--- src/design/stlc_pkg.sv ---
// Package with register map, field layout, reset values and carrier types of the transmit lane control bank.
package stlc_pkg;

	// ----------------------------------------------------------------
	// Bus geometry and register offsets
	// ----------------------------------------------------------------
	localparam int unsigned STLC_ADDR_W = 4;
	localparam int unsigned STLC_DATA_W = 32;
	localparam int unsigned STLC_STRB_W = STLC_DATA_W / 8;
	localparam logic [STLC_ADDR_W-1:0] STLC_OFS_LANE_CTRL = 4'h0;
	localparam logic [STLC_ADDR_W-1:0] STLC_OFS_SLEW_BOOST = 4'h4;
	localparam logic [STLC_ADDR_W-1:0] STLC_OFS_VOLT_DEEMPH = 4'h8;
	localparam logic [STLC_ADDR_W-1:0] STLC_OFS_STATUS = 4'hc;
	localparam int unsigned STLC_WORD_LSB = 2;
	localparam logic [1:0] STLC_RESP_OKAY = 2'h0;
	localparam logic [1:0] STLC_RESP_SLVERR = 2'h2;

	// ----------------------------------------------------------------
	// Field positions
	// ----------------------------------------------------------------
	localparam int unsigned STLC_LANE_SEL_W = 4;
	localparam int unsigned STLC_LANE_SEL_LSB = 0;
	localparam int unsigned STLC_RATE2_BIT = 4;
	localparam int unsigned STLC_DEEMPH_SEL_BIT = 5;
	localparam int unsigned STLC_LOW_SWING_BIT = 6;
	localparam int unsigned STLC_FSLEW2_LSB = 23;
	localparam int unsigned STLC_SLEW_DIS_BIT = 26;
	localparam int unsigned STLC_BOOST_LSB = 27;
	localparam int unsigned STLC_LVL1_LSB = 0;
	localparam int unsigned STLC_DEEMPH1_LSB = 5;
	localparam int unsigned STLC_LVL2_LSB = 8;
	localparam int unsigned STLC_ST_LEVEL_LSB = 0;
	localparam int unsigned STLC_ST_DEEMPH_LSB = 5;
	localparam int unsigned STLC_ST_FSLEW_LSB = 8;
	localparam int unsigned STLC_ST_BOOST_LSB = 11;
	localparam int unsigned STLC_ST_DEEMPH_EN_BIT = 13;
	localparam int unsigned STLC_ST_SLEW_MAX_BIT = 14;
	localparam int unsigned STLC_ST_LEVEL_APPLY_BIT = 15;
	localparam int unsigned STLC_ST_FSLEW_APPLY_BIT = 16;
	localparam int unsigned STLC_ST_DEEMPH_APPLY_BIT = 17;
	localparam logic STLC_DEEMPH_3P5DB = 1'b1;

	// ----------------------------------------------------------------
	// Carrier types
	// ----------------------------------------------------------------
	typedef struct packed {
		logic low_swing;
		logic deemph_select;
		logic rate2;
		logic [STLC_LANE_SEL_W-1:0] lane_select;
	} stlc_ctrl_t;

	typedef struct packed {
		logic [2:0] fine_slew_rate2;
		logic slew_disable;
		logic [1:0] amplitude_boost;
		logic [4:0] full_swing_level_rate1;
		logic [2:0] fine_deemph_rate1;
		logic [4:0] full_swing_level_rate2_light;
	} stlc_lane_cfg_t;

	typedef struct packed {
		logic level_apply;
		logic [4:0] level;
		logic deemph_en;
		logic deemph_apply;
		logic [2:0] deemph;
		logic slew_max;
		logic fine_slew_apply;
		logic [2:0] fine_slew;
		logic [1:0] boost;
	} stlc_lane_drv_t;

	// ----------------------------------------------------------------
	// Reset values
	// ----------------------------------------------------------------
	localparam stlc_ctrl_t STLC_CTRL_RST = '{low_swing: 1'b0, deemph_select: 1'b0, rate2: 1'b0, lane_select: 4'hf};
	localparam stlc_lane_cfg_t STLC_CFG_RST = '{fine_slew_rate2: 3'h0, slew_disable: 1'b0, amplitude_boost: 2'h1,
		full_swing_level_rate1: 5'h11, fine_deemph_rate1: 3'h4, full_swing_level_rate2_light: 5'h17};

endpackage : stlc_pkg

--- src/design/stlc_lane_regs.sv ---
// Transmit lane control register bank with AXI4-Lite slave and per-lane drive code outputs.
//
// The register addresses and the AXI4-Lite interface to the registers are this design's own decisions.
`timescale 1ns/1ps

// What this block does
// - Writes update only lanes chosen by lane_select.
// - Settings persist for all lanes, selected or not.
// - Fine slew rate2, bits 25:23, reset zero.
// - Slew disable forces maximum slew, ignores slew fields.
// - Amplitude boost bits 28:27, reset one, monotonic.
// - Rate1 full-swing level bits 4:0, reset 0x11.
// - Rate1 fine de-emphasis bits 7:5, reset 0x4.
// - Low swing disables de-emphasis on all lanes.
// - Rate2 light level bits 12:8, reset 0x17.
module stlc_lane_regs #(
	parameter int unsigned NUM_LANES = 4
) (
	input wire logic aclk,
	input wire logic aresetn,
	input wire logic soft_reset,
	input wire logic [stlc_pkg::STLC_ADDR_W-1:0] s_axi_awaddr,
	input wire logic [2:0] s_axi_awprot,
	input wire logic s_axi_awvalid,
	output logic s_axi_awready,
	input wire logic [stlc_pkg::STLC_DATA_W-1:0] s_axi_wdata,
	input wire logic [stlc_pkg::STLC_STRB_W-1:0] s_axi_wstrb,
	input wire logic s_axi_wvalid,
	output logic s_axi_wready,
	output logic [1:0] s_axi_bresp,
	output logic s_axi_bvalid,
	input wire logic s_axi_bready,
	input wire logic [stlc_pkg::STLC_ADDR_W-1:0] s_axi_araddr,
	input wire logic [2:0] s_axi_arprot,
	input wire logic s_axi_arvalid,
	output logic s_axi_arready,
	output logic [stlc_pkg::STLC_DATA_W-1:0] s_axi_rdata,
	output logic [1:0] s_axi_rresp,
	output logic s_axi_rvalid,
	input wire logic s_axi_rready,
	output stlc_pkg::stlc_lane_drv_t [NUM_LANES-1:0] tx_drive
);
	import stlc_pkg::*;

	// ----------------------------------------------------------------
	// State
	// ----------------------------------------------------------------
	typedef struct packed {
		logic awready;
		logic wready;
		logic aw_got;
		logic w_got;
		logic [STLC_ADDR_W-1:0] awaddr;
		logic [STLC_DATA_W-1:0] wdata;
		logic [STLC_STRB_W-1:0] wstrb;
		logic bvalid;
		logic [1:0] bresp;
		logic arready;
		logic rvalid;
		logic [1:0] rresp;
		logic [STLC_DATA_W-1:0] rdata;
		stlc_ctrl_t ctrl;
		stlc_lane_cfg_t [NUM_LANES-1:0] cfg;
		stlc_lane_drv_t [NUM_LANES-1:0] drv;
	} stlc_state_t;

	localparam stlc_state_t ST_RST = '{ctrl: STLC_CTRL_RST, cfg: {NUM_LANES{STLC_CFG_RST}}, default: '0};

	stlc_state_t s_r;
	stlc_state_t s_nxt;
	logic wr_fire;
	logic rd_fire;

	// ----------------------------------------------------------------
	// Functions
	// ----------------------------------------------------------------
	// Byte-lane merge of a write into an existing register image.
	function automatic logic [STLC_DATA_W-1:0] merge_word(input logic [STLC_DATA_W-1:0] old_w,
		input logic [STLC_DATA_W-1:0] new_w, input logic [STLC_STRB_W-1:0] strb);
		logic [STLC_DATA_W-1:0] m;
		m = '0;
		for (int b = 0; b < STLC_STRB_W; b++) begin
			m[b*8 +: 8] = {8{strb[b]}};
		end
		return (old_w & ~m) | (new_w & m);
	endfunction : merge_word

	function automatic logic [STLC_DATA_W-1:0] ctrl_word(input stlc_ctrl_t c);
		logic [STLC_DATA_W-1:0] w;
		w = '0;
		w[STLC_LANE_SEL_LSB +: STLC_LANE_SEL_W] = c.lane_select;
		w[STLC_RATE2_BIT] = c.rate2;
		w[STLC_DEEMPH_SEL_BIT] = c.deemph_select;
		w[STLC_LOW_SWING_BIT] = c.low_swing;
		return w;
	endfunction : ctrl_word

	// Bits 31:29 and everything below the slew fields stay zero here.
	function automatic logic [STLC_DATA_W-1:0] slew_word(input stlc_lane_cfg_t c);
		logic [STLC_DATA_W-1:0] w;
		w = '0;
		w[STLC_FSLEW2_LSB +: $bits(c.fine_slew_rate2)] = c.fine_slew_rate2;
		w[STLC_SLEW_DIS_BIT] = c.slew_disable;
		w[STLC_BOOST_LSB +: $bits(c.amplitude_boost)] = c.amplitude_boost;
		return w;
	endfunction : slew_word

	function automatic logic [STLC_DATA_W-1:0] volt_word(input stlc_lane_cfg_t c);
		logic [STLC_DATA_W-1:0] w;
		w = '0;
		w[STLC_LVL1_LSB +: $bits(c.full_swing_level_rate1)] = c.full_swing_level_rate1;
		w[STLC_DEEMPH1_LSB +: $bits(c.fine_deemph_rate1)] = c.fine_deemph_rate1;
		w[STLC_LVL2_LSB +: $bits(c.full_swing_level_rate2_light)] = c.full_swing_level_rate2_light;
		return w;
	endfunction : volt_word

	function automatic logic [STLC_DATA_W-1:0] status_word(input stlc_lane_drv_t d);
		logic [STLC_DATA_W-1:0] w;
		w = '0;
		w[STLC_ST_LEVEL_LSB +: $bits(d.level)] = d.level;
		w[STLC_ST_DEEMPH_LSB +: $bits(d.deemph)] = d.deemph;
		w[STLC_ST_FSLEW_LSB +: $bits(d.fine_slew)] = d.fine_slew;
		w[STLC_ST_BOOST_LSB +: $bits(d.boost)] = d.boost;
		w[STLC_ST_DEEMPH_EN_BIT] = d.deemph_en;
		w[STLC_ST_SLEW_MAX_BIT] = d.slew_max;
		w[STLC_ST_LEVEL_APPLY_BIT] = d.level_apply;
		w[STLC_ST_FSLEW_APPLY_BIT] = d.fine_slew_apply;
		w[STLC_ST_DEEMPH_APPLY_BIT] = d.deemph_apply;
		return w;
	endfunction : status_word

	// Lowest selected lane is the one that reads back; lane 0 if none selected.
	function automatic int unsigned lane_pick(input logic [STLC_LANE_SEL_W-1:0] sel);
		int unsigned k;
		k = 0;
		for (int i = NUM_LANES - 1; i >= 0; i--) begin
			if (sel[i]) begin
				k = i;
			end
		end
		return k;
	endfunction : lane_pick

	function automatic logic addr_mapped(input logic [STLC_ADDR_W-1:0] a);
		logic [STLC_ADDR_W-1:STLC_WORD_LSB] w;
		w = a[STLC_ADDR_W-1:STLC_WORD_LSB];
		return w == STLC_OFS_LANE_CTRL[STLC_ADDR_W-1:STLC_WORD_LSB] ||
			w == STLC_OFS_SLEW_BOOST[STLC_ADDR_W-1:STLC_WORD_LSB] ||
			w == STLC_OFS_VOLT_DEEMPH[STLC_ADDR_W-1:STLC_WORD_LSB] ||
			w == STLC_OFS_STATUS[STLC_ADDR_W-1:STLC_WORD_LSB];
	endfunction : addr_mapped

	function automatic logic addr_is(input logic [STLC_ADDR_W-1:0] a, input logic [STLC_ADDR_W-1:0] ofs);
		return a[STLC_ADDR_W-1:STLC_WORD_LSB] == ofs[STLC_ADDR_W-1:STLC_WORD_LSB];
	endfunction : addr_is

	// ----------------------------------------------------------------
	// Next state
	// ----------------------------------------------------------------
	always_comb begin
		logic [STLC_DATA_W-1:0] img;
		int unsigned pick;
		s_nxt = s_r;
		img = '0;
		pick = lane_pick(s_r.ctrl.lane_select);
		wr_fire = s_r.aw_got && s_r.w_got && !s_r.bvalid;
		rd_fire = s_axi_arvalid && s_r.arready;

		// Write address and data are latched independently, in either order.
		if (s_axi_awvalid && s_r.awready) begin
			s_nxt.aw_got = 1'b1;
			s_nxt.awaddr = s_axi_awaddr;
		end
		if (s_axi_wvalid && s_r.wready) begin
			s_nxt.w_got = 1'b1;
			s_nxt.wdata = s_axi_wdata;
			s_nxt.wstrb = s_axi_wstrb;
		end
		if (s_r.bvalid && s_axi_bready) begin
			s_nxt.bvalid = 1'b0;
		end

		// A non-fundamental reset clears only the lane control register.
		if (soft_reset) begin
			s_nxt.ctrl = STLC_CTRL_RST;
		end

		if (wr_fire) begin
			s_nxt.aw_got = 1'b0;
			s_nxt.w_got = 1'b0;
			s_nxt.bvalid = 1'b1;
			s_nxt.bresp = addr_mapped(s_r.awaddr) ? STLC_RESP_OKAY : STLC_RESP_SLVERR;
			if (addr_is(s_r.awaddr, STLC_OFS_LANE_CTRL)) begin
				img = merge_word(ctrl_word(s_r.ctrl), s_r.wdata, s_r.wstrb);
				s_nxt.ctrl.lane_select = img[STLC_LANE_SEL_LSB +: STLC_LANE_SEL_W];
				s_nxt.ctrl.rate2 = img[STLC_RATE2_BIT];
				s_nxt.ctrl.deemph_select = img[STLC_DEEMPH_SEL_BIT];
				s_nxt.ctrl.low_swing = img[STLC_LOW_SWING_BIT];
			end
			for (int i = 0; i < NUM_LANES; i++) begin
				if (s_r.ctrl.lane_select[i] && addr_is(s_r.awaddr, STLC_OFS_SLEW_BOOST)) begin
					img = merge_word(slew_word(s_r.cfg[i]), s_r.wdata, s_r.wstrb);
					s_nxt.cfg[i].fine_slew_rate2 = img[STLC_FSLEW2_LSB +: 3];
					s_nxt.cfg[i].slew_disable = img[STLC_SLEW_DIS_BIT];
					s_nxt.cfg[i].amplitude_boost = img[STLC_BOOST_LSB +: 2];
				end
				if (s_r.ctrl.lane_select[i] && addr_is(s_r.awaddr, STLC_OFS_VOLT_DEEMPH)) begin
					img = merge_word(volt_word(s_r.cfg[i]), s_r.wdata, s_r.wstrb);
					s_nxt.cfg[i].full_swing_level_rate1 = img[STLC_LVL1_LSB +: 5];
					s_nxt.cfg[i].fine_deemph_rate1 = img[STLC_DEEMPH1_LSB +: 3];
					s_nxt.cfg[i].full_swing_level_rate2_light = img[STLC_LVL2_LSB +: 5];
				end
			end
		end

		// Reads answer one cycle after the address is taken.
		if (s_r.rvalid && s_axi_rready) begin
			s_nxt.rvalid = 1'b0;
		end
		if (rd_fire) begin
			s_nxt.rvalid = 1'b1;
			s_nxt.rresp = addr_mapped(s_axi_araddr) ? STLC_RESP_OKAY : STLC_RESP_SLVERR;
			if (addr_is(s_axi_araddr, STLC_OFS_LANE_CTRL)) begin
				s_nxt.rdata = ctrl_word(s_r.ctrl);
			end else if (addr_is(s_axi_araddr, STLC_OFS_SLEW_BOOST)) begin
				s_nxt.rdata = slew_word(s_r.cfg[pick]);
			end else if (addr_is(s_axi_araddr, STLC_OFS_VOLT_DEEMPH)) begin
				s_nxt.rdata = volt_word(s_r.cfg[pick]);
			end else begin
				s_nxt.rdata = status_word(s_r.drv[pick]);
			end
		end

		s_nxt.awready = !s_nxt.aw_got && !s_nxt.bvalid;
		s_nxt.wready = !s_nxt.w_got && !s_nxt.bvalid;
		s_nxt.arready = !s_nxt.rvalid;

		// Drive codes per lane from the stored settings and the port mode.
		for (int i = 0; i < NUM_LANES; i++) begin
			s_nxt.drv[i].boost = s_r.cfg[i].amplitude_boost;
			s_nxt.drv[i].slew_max = s_r.cfg[i].slew_disable;
			s_nxt.drv[i].fine_slew_apply = s_r.ctrl.rate2 && !s_r.cfg[i].slew_disable;
			s_nxt.drv[i].fine_slew = s_nxt.drv[i].fine_slew_apply ? s_r.cfg[i].fine_slew_rate2 : '0;
			s_nxt.drv[i].deemph_en = !s_r.ctrl.low_swing;
			s_nxt.drv[i].deemph_apply = !s_r.ctrl.low_swing && !s_r.ctrl.rate2;
			s_nxt.drv[i].deemph = s_nxt.drv[i].deemph_apply ? s_r.cfg[i].fine_deemph_rate1 : '0;
			s_nxt.drv[i].level_apply = !s_r.ctrl.low_swing &&
				(!s_r.ctrl.rate2 || s_r.ctrl.deemph_select == STLC_DEEMPH_3P5DB);
			s_nxt.drv[i].level = s_r.ctrl.rate2 ? s_r.cfg[i].full_swing_level_rate2_light
				: s_r.cfg[i].full_swing_level_rate1;
		end
	end

	// Only the fundamental reset returns the sticky lane settings to their defaults.
	always_ff @(posedge aclk) begin
		if (!aresetn) begin
			s_r <= ST_RST;
		end else begin
			s_r <= s_nxt;
		end
	end

	assign s_axi_awready = s_r.awready;
	assign s_axi_wready = s_r.wready;
	assign s_axi_bvalid = s_r.bvalid;
	assign s_axi_bresp = s_r.bresp;
	assign s_axi_arready = s_r.arready;
	assign s_axi_rvalid = s_r.rvalid;
	assign s_axi_rresp = s_r.rresp;
	assign s_axi_rdata = s_r.rdata;
	assign tx_drive = s_r.drv;

	for (genvar g = 0; g < NUM_LANES; g++) begin : g_lane_chk

	end
endmodule : stlc_lane_regs

--- config.mk ---
export PLATFORM = sky130hd
export DESIGN_NAME = stlc_lane_regs
export DESIGN_NICKNAME = d
export VERILOG_FILES = /design/src/design/stlc_pkg.sv /design/src/design/stlc_lane_regs.sv
export SDC_FILE = /design/constraint.sdc
export NUM_CORES = 1
export LEC_CHECK = 0
export BUFFER_PORTS_ARGS = -buffer_cell sky130_fd_sc_hd__buf_2
export CAP_MARGIN = 20
export CORE_MARGIN = 5
export CORE_UTILIZATION = 45
export CTS_BUF_LIST = sky130_fd_sc_hd__clkbuf_16
export DETAILED_ROUTE_END_ITERATION = 7
export HOLD_SLACK_MARGIN = 0.12
export MAX_ROUTING_LAYER = met4
export PLACE_DENSITY = 0.79
export RECOVER_POWER = 50
export SLEW_MARGIN = 20
export SYNTH_ARGS = -nofsm -noshare
export SYNTH_HDL_FRONTEND = slang
export SYNTH_SLANG_ARGS = --single-unit
--- constraint.sdc ---
create_clock -name aclk -period 1.4 [get_ports aclk]
set_input_delay 0.14 -clock aclk [delete_from_list [all_inputs] [get_ports aclk]]
set_output_delay 0.14 -clock aclk [all_outputs]
set_load 0.005 [all_outputs]
==> results of run 1 <==
-- where the power goes --
group          switching [mW]  leakage, nW  internal [mW]
clock network            2.43        0.355           3.19
logic                   0.337         2.94          0.341
registers               0.123         1.66           5.91
total                    2.89         4.95           9.44
-- stage by stage --
step                      cells  setup WS [ns]  util, %  cell area (um^2)
after floorplan            1082         -0.106        -              9170
after global placement     1403         -0.236     49.2              9850
after detailed placement   1403         -0.261     49.2              9850
after CTS                  1502         -0.232     56.9             11400
after global routing       1510         -0.308     61.3             12300
final                      1510         -0.242     61.3             12300
-- path summary, 6_finish.rpt --
path / from / cells after the start / end
max: register / 7 / s_axi_rdata[6]
min: s_axi_arvalid / 4 / s_axi_rdata[8]
max reg2reg: register / 7 / s_axi_rdata[6]
min reg2reg: s_r[195] / 2 / s_r[195]
-- layout make-up --
| class | instances | area (um^2) | share of cell area (%) |
|---|---|---|---|
| inverter | 8 | 30.0 | 0.244 |
| timing repair buffer | 295 | 2280 | 18.6 |
| clock buffer | 23 | 576 | 4.68 |
| multi-input combinational | 693 | 4840 | 39.4 |
| sequential | 204 | 4100 | 33.4 |
| tap | 270 | 338 | 2.75 |
| clock inverter | 17 | 116 | 0.947 |
-- per-layer routing --
| layer | vias up | GRT usage (%) | part of all wire (%) |
|---|---|---|---|
| li1 | 3868 | - | - |
| met1 | 4041 | 32.8 | 41 |
| met2 | 499 | 36.7 | 46 |
| met3 | 97 | 4.88 | 9.4 |
| met4 | 0 | 8.69 | 3.8 |
| met5 | - | - | 0 |
-- worst max-delay path, stage by stage (launching register included) --
cell and delay, ns:
dfxtp_2 0.33, buf_6 0.12, or2_4 0.24, o21ai_4 0.22
buf_4 0.17, nand2_1 0.05, a311o_1 0.32, a31oi_1 0.13
-- cells by family after synthesis --
kind of cell	Yosys count
multiplexers	30
flip-flops	204
buffers and inverters	186
AO/OA/AOI/OAI	199
other	1
AND/OR/NAND/NOR	453
-- cell usage in the layout, fill, tap and decap left out, types with 6 or more instances in the layout --
master,count
a21boi_0,26
nand2_2,35
a32o_1,9
buf_4,78
clkbuf_16,24
dlygate4sd3_1,37
a31oi_1,10
inv_1,10
a21boi_2,14
and3_1,7
conb_1,10
nand3_2,63
a21oi_1,22
clkinv_2,6
buf_6,22
dfxtp_2,8
nand2_4,28
nor2b_1,30
dfxtp_1,195
o22ai_1,10
o21ai_0,24
buf_2,136
buf_12,13
o221ai_1,10
and2_1,36
nand3_1,64
a21boi_1,27
nand2_1,130
mux2i_1,26
a21o_1,10
nor2_1,16
-- timing repair --
item	in CTS	in global routing
hold endpoints to repair	47	0
gates cloned	6	3
setup buffers	17	10
endpoints found under the setup margin	78	116
pin swaps	48	77
gates resized for setup	108	215
hold buffers	37	0
==> summary.txt, run 1 <==
Synth
  – Register area share after synthesis: between 40% and 50%
  – Leading cell types by total area after synthesis: dfxtp_1, buf_4, nand2_1, nand3_1, a21boi_0
  – Top FF cell, synth: dfxtp_1
  – Mapped Cells: 1073
  – Synth Area in Compound Gates: between 15 and 20%
  – Post-Synth Simple-Gate Area: 23.7%
  – Post-synth top area share: 44.9%
  – Main combinational cell family by area after synthesis: simple AND/OR/NAND/NOR gates
  – Yosys reg bits: 204
  – Post-synth ARST share: 0%
  – Warnings from Yosys: 0
  – Top post-synthesis cells by count: dfxtp_1, nand2_1, nand3_1, buf_4, a21boi_0
  – Synthesized area per cell: 8.48 um^2
  – Post-synthesis mux area share: 3.36%
  – Xor and xnor fraction of the mapped netlist area: 0%
  – Adder-Cell Fraction of Synth Area: 0%
  – Most frequent cell after synthesis: dfxtp_1
  – Post-synth EDFFs: 0
  – Synth area leader: dfxtp_1
  – Unique cell type count in the Yosys netlist: between 40 and 50
  – Mapped Area: a little over 9000 um^2

Setup path
  – WP data arrival: 2.07 ns
  – CP Launch Type: register
  – WS Path Type: reg2reg
  – Max Fanout on Critical Path: 5
  – CP endpoint kind: register
  – Critical Path RT: about 1.8 ns
  – Internal reg-to-reg setup slack: -0.24 ns

Drt
  – Drt via density: between 5 and 6
  – DRC errors left: 0
  – Vias: 8505
  – DRT Pass-1 Iters: 7
  – Iteration-0 DRC Markers: 750
  – Total Routed Length: a little over 30000 um
  – WL per Instance: 20.3 um
  – Remaining antenna violation count after routing: 0

Job
  – Max cap viols: 0

Timing
  – Max_slew headroom: approximately 65%
  – Final Hold Viols: 0
  – Slack of the critical path: -0.242 ns
  – Hold WS: 0.180 ns
  – Worst-margin pin slew: 0.531 ns
  – RSZ-0062 raised after global routing: yes
  – Slew Viols, Final: 0
  – Final setup vio count: 95
  – Tmin final: roughly 1.6 ns
  – Setup TNS: -8.95 ns
  – Worst Skew: about 0.012 ns
  – Crit share post-route: 117%
  – Fmax achieved: roughly 610 MHz

Global route
  – Initial antenna violation count: 0
  – Total Routing Usage GR: 24.4%
  – Congestion Overflow GR: 0
  – Global-route wire length before repair: about 45000 um
  – Largest net degree at the start of global routing: 80
  – Vias in the first global route: between 8000 and 9000

Placed design
  – GP Congestion: 0.977
  – PortBufs: around 140
  – Post-DP HPWL: 19500 um

CTS
  – Clock latency on the worst-skew pair: roughly 0.5 ns
  – CTS tree: yes
  – Cts bufs inserted: 23
  – H-tree depth: 1
  – # clock sinks: around 200
  – Clock-pin slew on the worst setup and hold paths: 0.06 ns
  – Root Driver: clkbuf_16
  – Clock Tree Buf Depth: 3

Finish
  – Fill count: 1654
  – Share of cells above drive strength 1: 39.1%
  – Layout area overhead: 35.1%
  – Nets: 1283
  – Ant. Diodes: 0

Die
  – Die width: 152 um
  – Initial core utilization: approximately 45%
  – Core Region: 20000 um^2
  – IO Pins: about 170
  – DIE AREA: around 23000 um^2
  – Vert. Die Dim: 152 um
  – Row count: 52

Run status
  – Failing checks: setup timing
  – Status: finished with violations

Power and ir drop
  – Leak: about 5.0 nW
  – Pwr dens: 1000 nW/um^2
  – Total power: between 10 and 15 mW
  – Peak VDD IR: 0.793 mV

Hold path
  – Hold Crit Class: in2reg
No activity file was read; power rests on OpenSTA's default activity.
==> run 2, diff against run 1 <==
--- a/config.mk
+++ b/config.mk
@@ -15,6 +15,7 @@
 export MAX_ROUTING_LAYER = met4
 export PLACE_DENSITY = 0.79
 export RECOVER_POWER = 50
+export SKIP_CTS_REPAIR_TIMING = 1
 export SLEW_MARGIN = 20
 export SYNTH_ARGS = -nofsm -noshare
 export SYNTH_HDL_FRONTEND = slang
==> summary.txt, run 2 (synthesis gave the netlist of run 1 again) <==
Run status
  – Status: finished with violations
  – Failing checks: setup timing

Placed design
  – Place WS: -0.261 ns (unchanged)
  – Post-DP HPWL: 19500 um (unchanged)
  – Placed insts: 1403 (unchanged)
  – GP Congestion: 0.977 (unchanged)
  – PortBufs: 137 (unchanged)

Die
  – Core Region: 20000 um^2 (unchanged)
  – Die width: 152 um (unchanged)
  – IO Pins: 171 (unchanged)
  – Row count: 52 (unchanged)
  – Initial core utilization: 45.4% (unchanged)
  – Vert. Die Dim: 152 um (unchanged)
  – DIE AREA: 23200 um^2 (unchanged)

Drt
  – Drt via density: 5.49 (-2.5%)
  – WL per Instance: 19.5 um (-3.9%)
  – DRT Pass-1 Iters: 5 (-2)
  – Total Routed Length: 29200 um (-4.5%)
  – Remaining antenna violation count after routing: 0 (unchanged)
  – Iteration-0 DRC Markers: 756 (+0.80%)
  – DRC errors left: 0 (unchanged)
  – Vias: 8245 (-3.1%)

Timing
  – Worst-margin pin slew: 0.628 ns (+0.0972 ns)
  – Final setup vio count: 126 (+33%)
  – Setup TNS: -12.43 ns (-3.48 ns)
  – Worst Skew: 0.00971 ns (-0.00182 ns)
  – Max_slew headroom: 58.1% (-6.4 points)
  – Tmin final: 1.69 ns (+0.0500 ns)
  – Crit share post-route: 121% (+3.6 points)
  – Slack of the critical path: -0.292 ns (-0.0500 ns)
  – Fmax achieved: 591 MHz (-3.0%)
  – Final Hold Viols: 0 (unchanged)
  – RSZ-0062 raised after global routing: yes
  – Slew Viols, Final: 0 (unchanged)

Finish
  – Commonest non-fill, non-tap cell in the layout: dfxtp_1
  – Nets: 1274 (-0.70%)
  – Ant. Diodes: 0 (unchanged)
  – Commonest non-fill, non-tap cells in the layout: dfxtp_1, nand2_1, buf_2
  – Non-filler instance count after layout: 1501 (-0.60%)
  – Layout area overhead: 30.7%
  – Fill count: 1705 (+3.1%)
  – Share of cells above drive strength 1: 32.3% (-6.9 points)

Setup path
  – Critical Path RT: 1.83 ns (about the same)
  – WS Path Type: reg2reg
  – CP endpoint kind: register
  – WP data arrival: 2.13 ns (+0.06 ns)
  – CP Launch Type: register
  – Max Fanout on Critical Path: 8 (+3)

Power and ir drop
  – Peak VDD IR: 0.719 mV (-9.3%)
  – Leak: 4.73 nW (-4.4%)
  – Pwr dens: 1030 nW/um^2 (+2.8%)
  – Total power: 12.3 mW (-0.53%)

CTS
  – Cts bufs inserted: 23 (unchanged)
  – Root Driver: clkbuf_16
  – Clock latency on the worst-skew pair: 0.50 ns (about the same)
  – H-tree depth: 1 (unchanged)
  – Clock-pin slew on the worst setup and hold paths: 0.06 ns (about the same)
  – CTS tree: yes
  – # clock sinks: 204 (unchanged)
  – Clock Tree Buf Depth: 3 (unchanged)

Global route
  – Congestion Overflow GR: 0 (unchanged)
  – Total Routing Usage GR: 22.8% (-1.6 points)
  – Largest net degree at the start of global routing: 80 (unchanged)
  – Global-route wire length before repair: 42100 um (-6.5%)
  – Vias in the first global route: 7528 (-6.4%)
  – Initial antenna violation count: 0 (unchanged)

Hold path
  – Hold Crit Class: in2reg

Job
  – Max cap viols: 0 (unchanged)
-- run 2: cell types whose count changed in the layout (fill, tap and decap cells not counted), moves of 6 or more --
cell	previous run	this run
a21boi_1	27	33
a21boi_2	14	7
buf_2	136	106
clkbuf_1	1	31
nand2_1	130	147
nand2_2	35	28
nand2_4	28	20
nand3_1	64	81
nand3_2	63	46
-- run 2: final cells by class --
| type | instances | area, um^2 | share of cell area (%) |
|---|---|---|---|
| inverter | 8 | 30.0 | 0.253 |
| clock inverter | 17 | 116 | 0.979 |
| multi-input combinational | 692 | 4560 | 38.4 |
| tap | 270 | 338 | 2.84 |
| sequential | 204 | 4090 | 34.4 |
| clock buffer | 23 | 576 | 4.84 |
| timing repair buffer | 287 | 2170 | 18.3 |
-- run 2: final timing paths --
kind | startpoint | to | slack [ns] | cells after the start
max reg2reg | register | s_axi_rdata[6] | -0.29 | 6
min | s_axi_wvalid | s_r[234] | 0.16 | 4
min reg2reg | register | register | 0.46 | 2
max | register | s_axi_rdata[6] | -0.29 | 6
-- run 2: power breakdown --
group	switching (mW)	internal, mW
clock	2.41	3.19
sequential	0.117	5.91
combinational	0.326	0.316
total	2.85	9.41
-- run 2: worst max-delay path, stage by stage (launching register included) --
cell and delay (ns):
dfxtp_4 0.36, buf_6 0.13, or2_4 0.24, o21ai_4 0.30
nand2_1 0.09, a311o_1 0.36, a31oi_1 0.15
-- run 2: per-layer routing --
layer,up-vias,GRT usage (%),part of all wire (%)
met1,3885,31.6,42
met3,79,4.86,9.8
met5,-,-,0
met2,441,34.3,45
met4,0,5.31,3.4
li1,3840,-,-
-- run 2: stage by stage --
stage / instance area (um^2) / hold WS [ns] / utilization (%)
final: 11900 / 0.159 / 59.3
after global placement: 9850 / 0.392 / 49.2
after CTS: 10500 / -0.129 / 52.6
after detailed placement: 9850 / 0.398 / 49.2
after floorplan: 9170 / 0.285 / -
after global routing: 11900 / 0.185 / 59.3
==> run 3, diff against run 2 <==
--- a/config.mk
+++ b/config.mk
@@ -13,7 +13,7 @@
 export DETAILED_ROUTE_END_ITERATION = 7
 export HOLD_SLACK_MARGIN = 0.12
 export MAX_ROUTING_LAYER = met4
-export PLACE_DENSITY = 0.79
+export PLACE_DENSITY = 0.77
 export RECOVER_POWER = 50
 export SKIP_CTS_REPAIR_TIMING = 1
 export SLEW_MARGIN = 20
==> constraint.sdc (replaced) <==
create_clock -name aclk -period 1.7 [get_ports aclk]
set_input_delay 0.17 -clock aclk [delete_from_list [all_inputs] [get_ports aclk]]
set_output_delay 0.17 -clock aclk [all_outputs]
set_load 0.005 [all_outputs]
==> summary.txt, run 3 (synthesis gave the netlist of run 1 again) <==
Run status
  – Status: finished with violations
  – Failing checks: setup timing

Power and ir drop
  – Flop pwr share: 50.1% (+0.9 points)
  – Switching share of power: 22.3% (-0.93 points)
  – Sw Pwr: 2.21 mW (-22%)
  – Peak VDD IR: 0.560 mV (-22%)
  – Clock power frac: 44.9% (-0.7 points)
  – Leak: 4.26 nW (-10%)
  – Internal power: 7.69 mW (-18%)
  – Pwr dens: 937 nW/um^2 (-9.2%)
  – Logic pwr share: 5.1% (about the same)

Timing
  – Tmin final: 1.75 ns (+0.0531 ns)
  – Slack of the critical path: -0.0454 ns (+0.247 ns)
  – Worst-margin pin slew: 0.614 ns (-0.0144 ns)
  – Hold WS: 0.103 ns (-0.0562 ns)
  – Fmax achieved: 573 MHz (-3.0%)
  – Crit share post-route: 103% (-18 points)
  – Slew Viols, Final: 0 (unchanged)
  – Final Hold Viols: 0 (unchanged)
  – Final setup vio count: 17 (-87%)
  – RSZ-0062 raised after global routing: yes
  – Max_slew headroom: 58.9% (+0.81 points)
  – Worst Skew: 0.00851 ns (-0.00120 ns)

Drt
  – WL per Instance: 18.1 um (-6.9%)
  – Remaining antenna violation count after routing: 0 (unchanged)
  – Vias: 7803 (-5.4%)
  – Total Routed Length: 26200 um (-10%)
  – DRT Pass-1 Iters: 7 (+2)
  – DRC errors left: 0 (unchanged)
  – Drt via density: 5.40 (-1.7%)
  – Iteration-0 DRC Markers: 716 (-5.3%)

Die
  – Vert. Die Dim: 152 um (unchanged)
  – Die width: 152 um (unchanged)
  – DIE AREA: 23200 um^2 (unchanged)
  – Row count: 52 (unchanged)
  – Core Region: 20000 um^2 (unchanged)
  – Initial core utilization: 45.4% (unchanged)
  – IO Pins: 171 (unchanged)

Global route
  – Congestion Overflow GR: 0 (unchanged)
  – Largest net degree at the start of global routing: 52 (-35%)
  – Total Routing Usage GR: 21.7% (-1.1 points)
  – Initial antenna violation count: 0 (unchanged)
  – Global-route wire length before repair: 40500 um (-3.7%)
  – Vias in the first global route: 7452 (-1.0%)

Setup path
  – CP max stage delay: 0.41 ns (+0.05 ns)
  – Slowest cell on crit path: and4b_1
  – CP endpoint kind: register
  – CP Launch Type: register
  – Max Fanout on Critical Path: 8 (unchanged)
  – Internal reg-to-reg setup slack: -0.05 ns (+0.25 ns)
  – Critical Path RT: 2.04 ns (+0.21 ns)
  – Worst-path cell chain: and3b_1, and4b_1, nand2_1, nand2_1, nand3_1
  – Crit-path most repeated cell: nand2_1
  – WS Path Type: reg2reg
  – Critical Path Start: s_axi_bvalid
  – WP data arrival: 2.09 ns (-0.04 ns)
  – R2r worst-path depth: 5 (-1)
  – Reg2reg start: s_axi_bvalid

Finish
  – Non-filler instance count after layout: 1445 (-3.7%)
  – Share of cells above drive strength 1: 17.3% (-15 points)
  – Nets: 1218 (-4.4%)
  – Fill count: 1899 (+11%)
  – Commonest non-fill, non-tap cell in the layout: dfxtp_1
  – Layout area overhead: 16.2%
  – Design area: 10600 um^2 (-11%)
  – Ant. Diodes: 0 (unchanged)
  – Commonest non-fill, non-tap cells in the layout: dfxtp_1, nand2_1, nand3_1

CTS
  – CTS tree: yes
  – Clock latency on the worst-skew pair: 0.49 ns (about the same)
  – Cts bufs inserted: 22 (-4.3%)
  – # clock sinks: 204 (unchanged)
  – Clock Tree Buf Depth: 3 (unchanged)
  – Root Driver: clkbuf_16
  – H-tree depth: 1 (unchanged)
  – Clock-pin slew on the worst setup and hold paths: 0.06 ns (about the same)

Job
  – Max cap viols: 0 (unchanged)

Placed design
  – Placed insts: 1368 (-2.5%)
  – Post-DP HPWL: 18500 um (-5.3%)
  – PortBufs: 137 (unchanged)
  – GP Congestion: 0.954 (-2.3%)
  – Placed inst area: 9540 um^2 (-3.2%)

Hold path
  – Hold Crit Class: in2reg
-- run 3: cell types whose count changed in the layout (fill, tap and decap cells not counted), sizes merged --
cell / previous run / this run
inv: 13 / 16
clkinv: 10 / 6
buf: 214 / 155
dlygate4sd3: 33 / 34
clkbuf: 63 / 66
-- run 3: area by class of cell --
type                       count  area (um^2)  share of cell area (%)
inverter                       8         30.0                   0.284
sequential                   204         4090                    38.7
tap                          270          338                    3.20
multi-input combinational    692         3940                    37.3
clock buffer                  23          576                    5.45
clock inverter                16         95.1                   0.900
timing repair buffer         232         1510                    14.2
-- run 3: how the worst min path moves through the flow --
stage / startpoint / endpoint / cells past startpoint
floorplan: s_axi_wstrb[0] / s_r[194] / 2
global placement: s_axi_wdata[3] / s_r[201] / 3
detailed placement: s_axi_wstrb[0] / s_r[194] / 3
CTS: s_axi_wdata[3] / s_r[201] / 3
global route: aresetn / tx_drive[27] / 3
finish: aresetn / tx_drive[27] / 3
-- run 3: per-layer routing --
layer	GRT usage (%)	routed length (um)	vias to the layer above
li1	-	-	3727
met1	29.7	11400	3672
met2	33.0	11900	369
met3	4.49	2500	35
met4	5.35	380	0
met5	-	0	-
-- run 3: power groups by stage --
stage / clock network, mW / logic, mW / registers (mW)
after global placement: 0 / 0.434 / 5.05
after global routing: 4.73 / 0.554 / 4.96
final: 4.44 / 0.502 / 4.96
after detailed placement: 0 / 0.438 / 5.06
after CTS: 4.52 / 0.441 / 4.95
after floorplan: 0 / 0.333 / 5.02
-- run 3: metrics by stage --
step	worst slack, ns	util, %	power (mW)	setup TNS, ns
2_1_floorplan	0.137	-	5.36	0
3_3_place_gp	-0.0392	47.6	5.49	-0.0573
3_5_place_dp	-0.0825	47.6	5.50	-0.414
4_1_cts	-0.0864	50.9	9.91	-0.535
5_1_grt	-0.147	52.7	10.2	-2.83
6_report	-0.0454	52.7	9.90	-0.338
-- run 3: worst max-delay path, delay by kind of cell, from the launching register on --
family | cells | cell delay [ns]
flops | 1 | 0.35
simple gates | 5 | 1.25
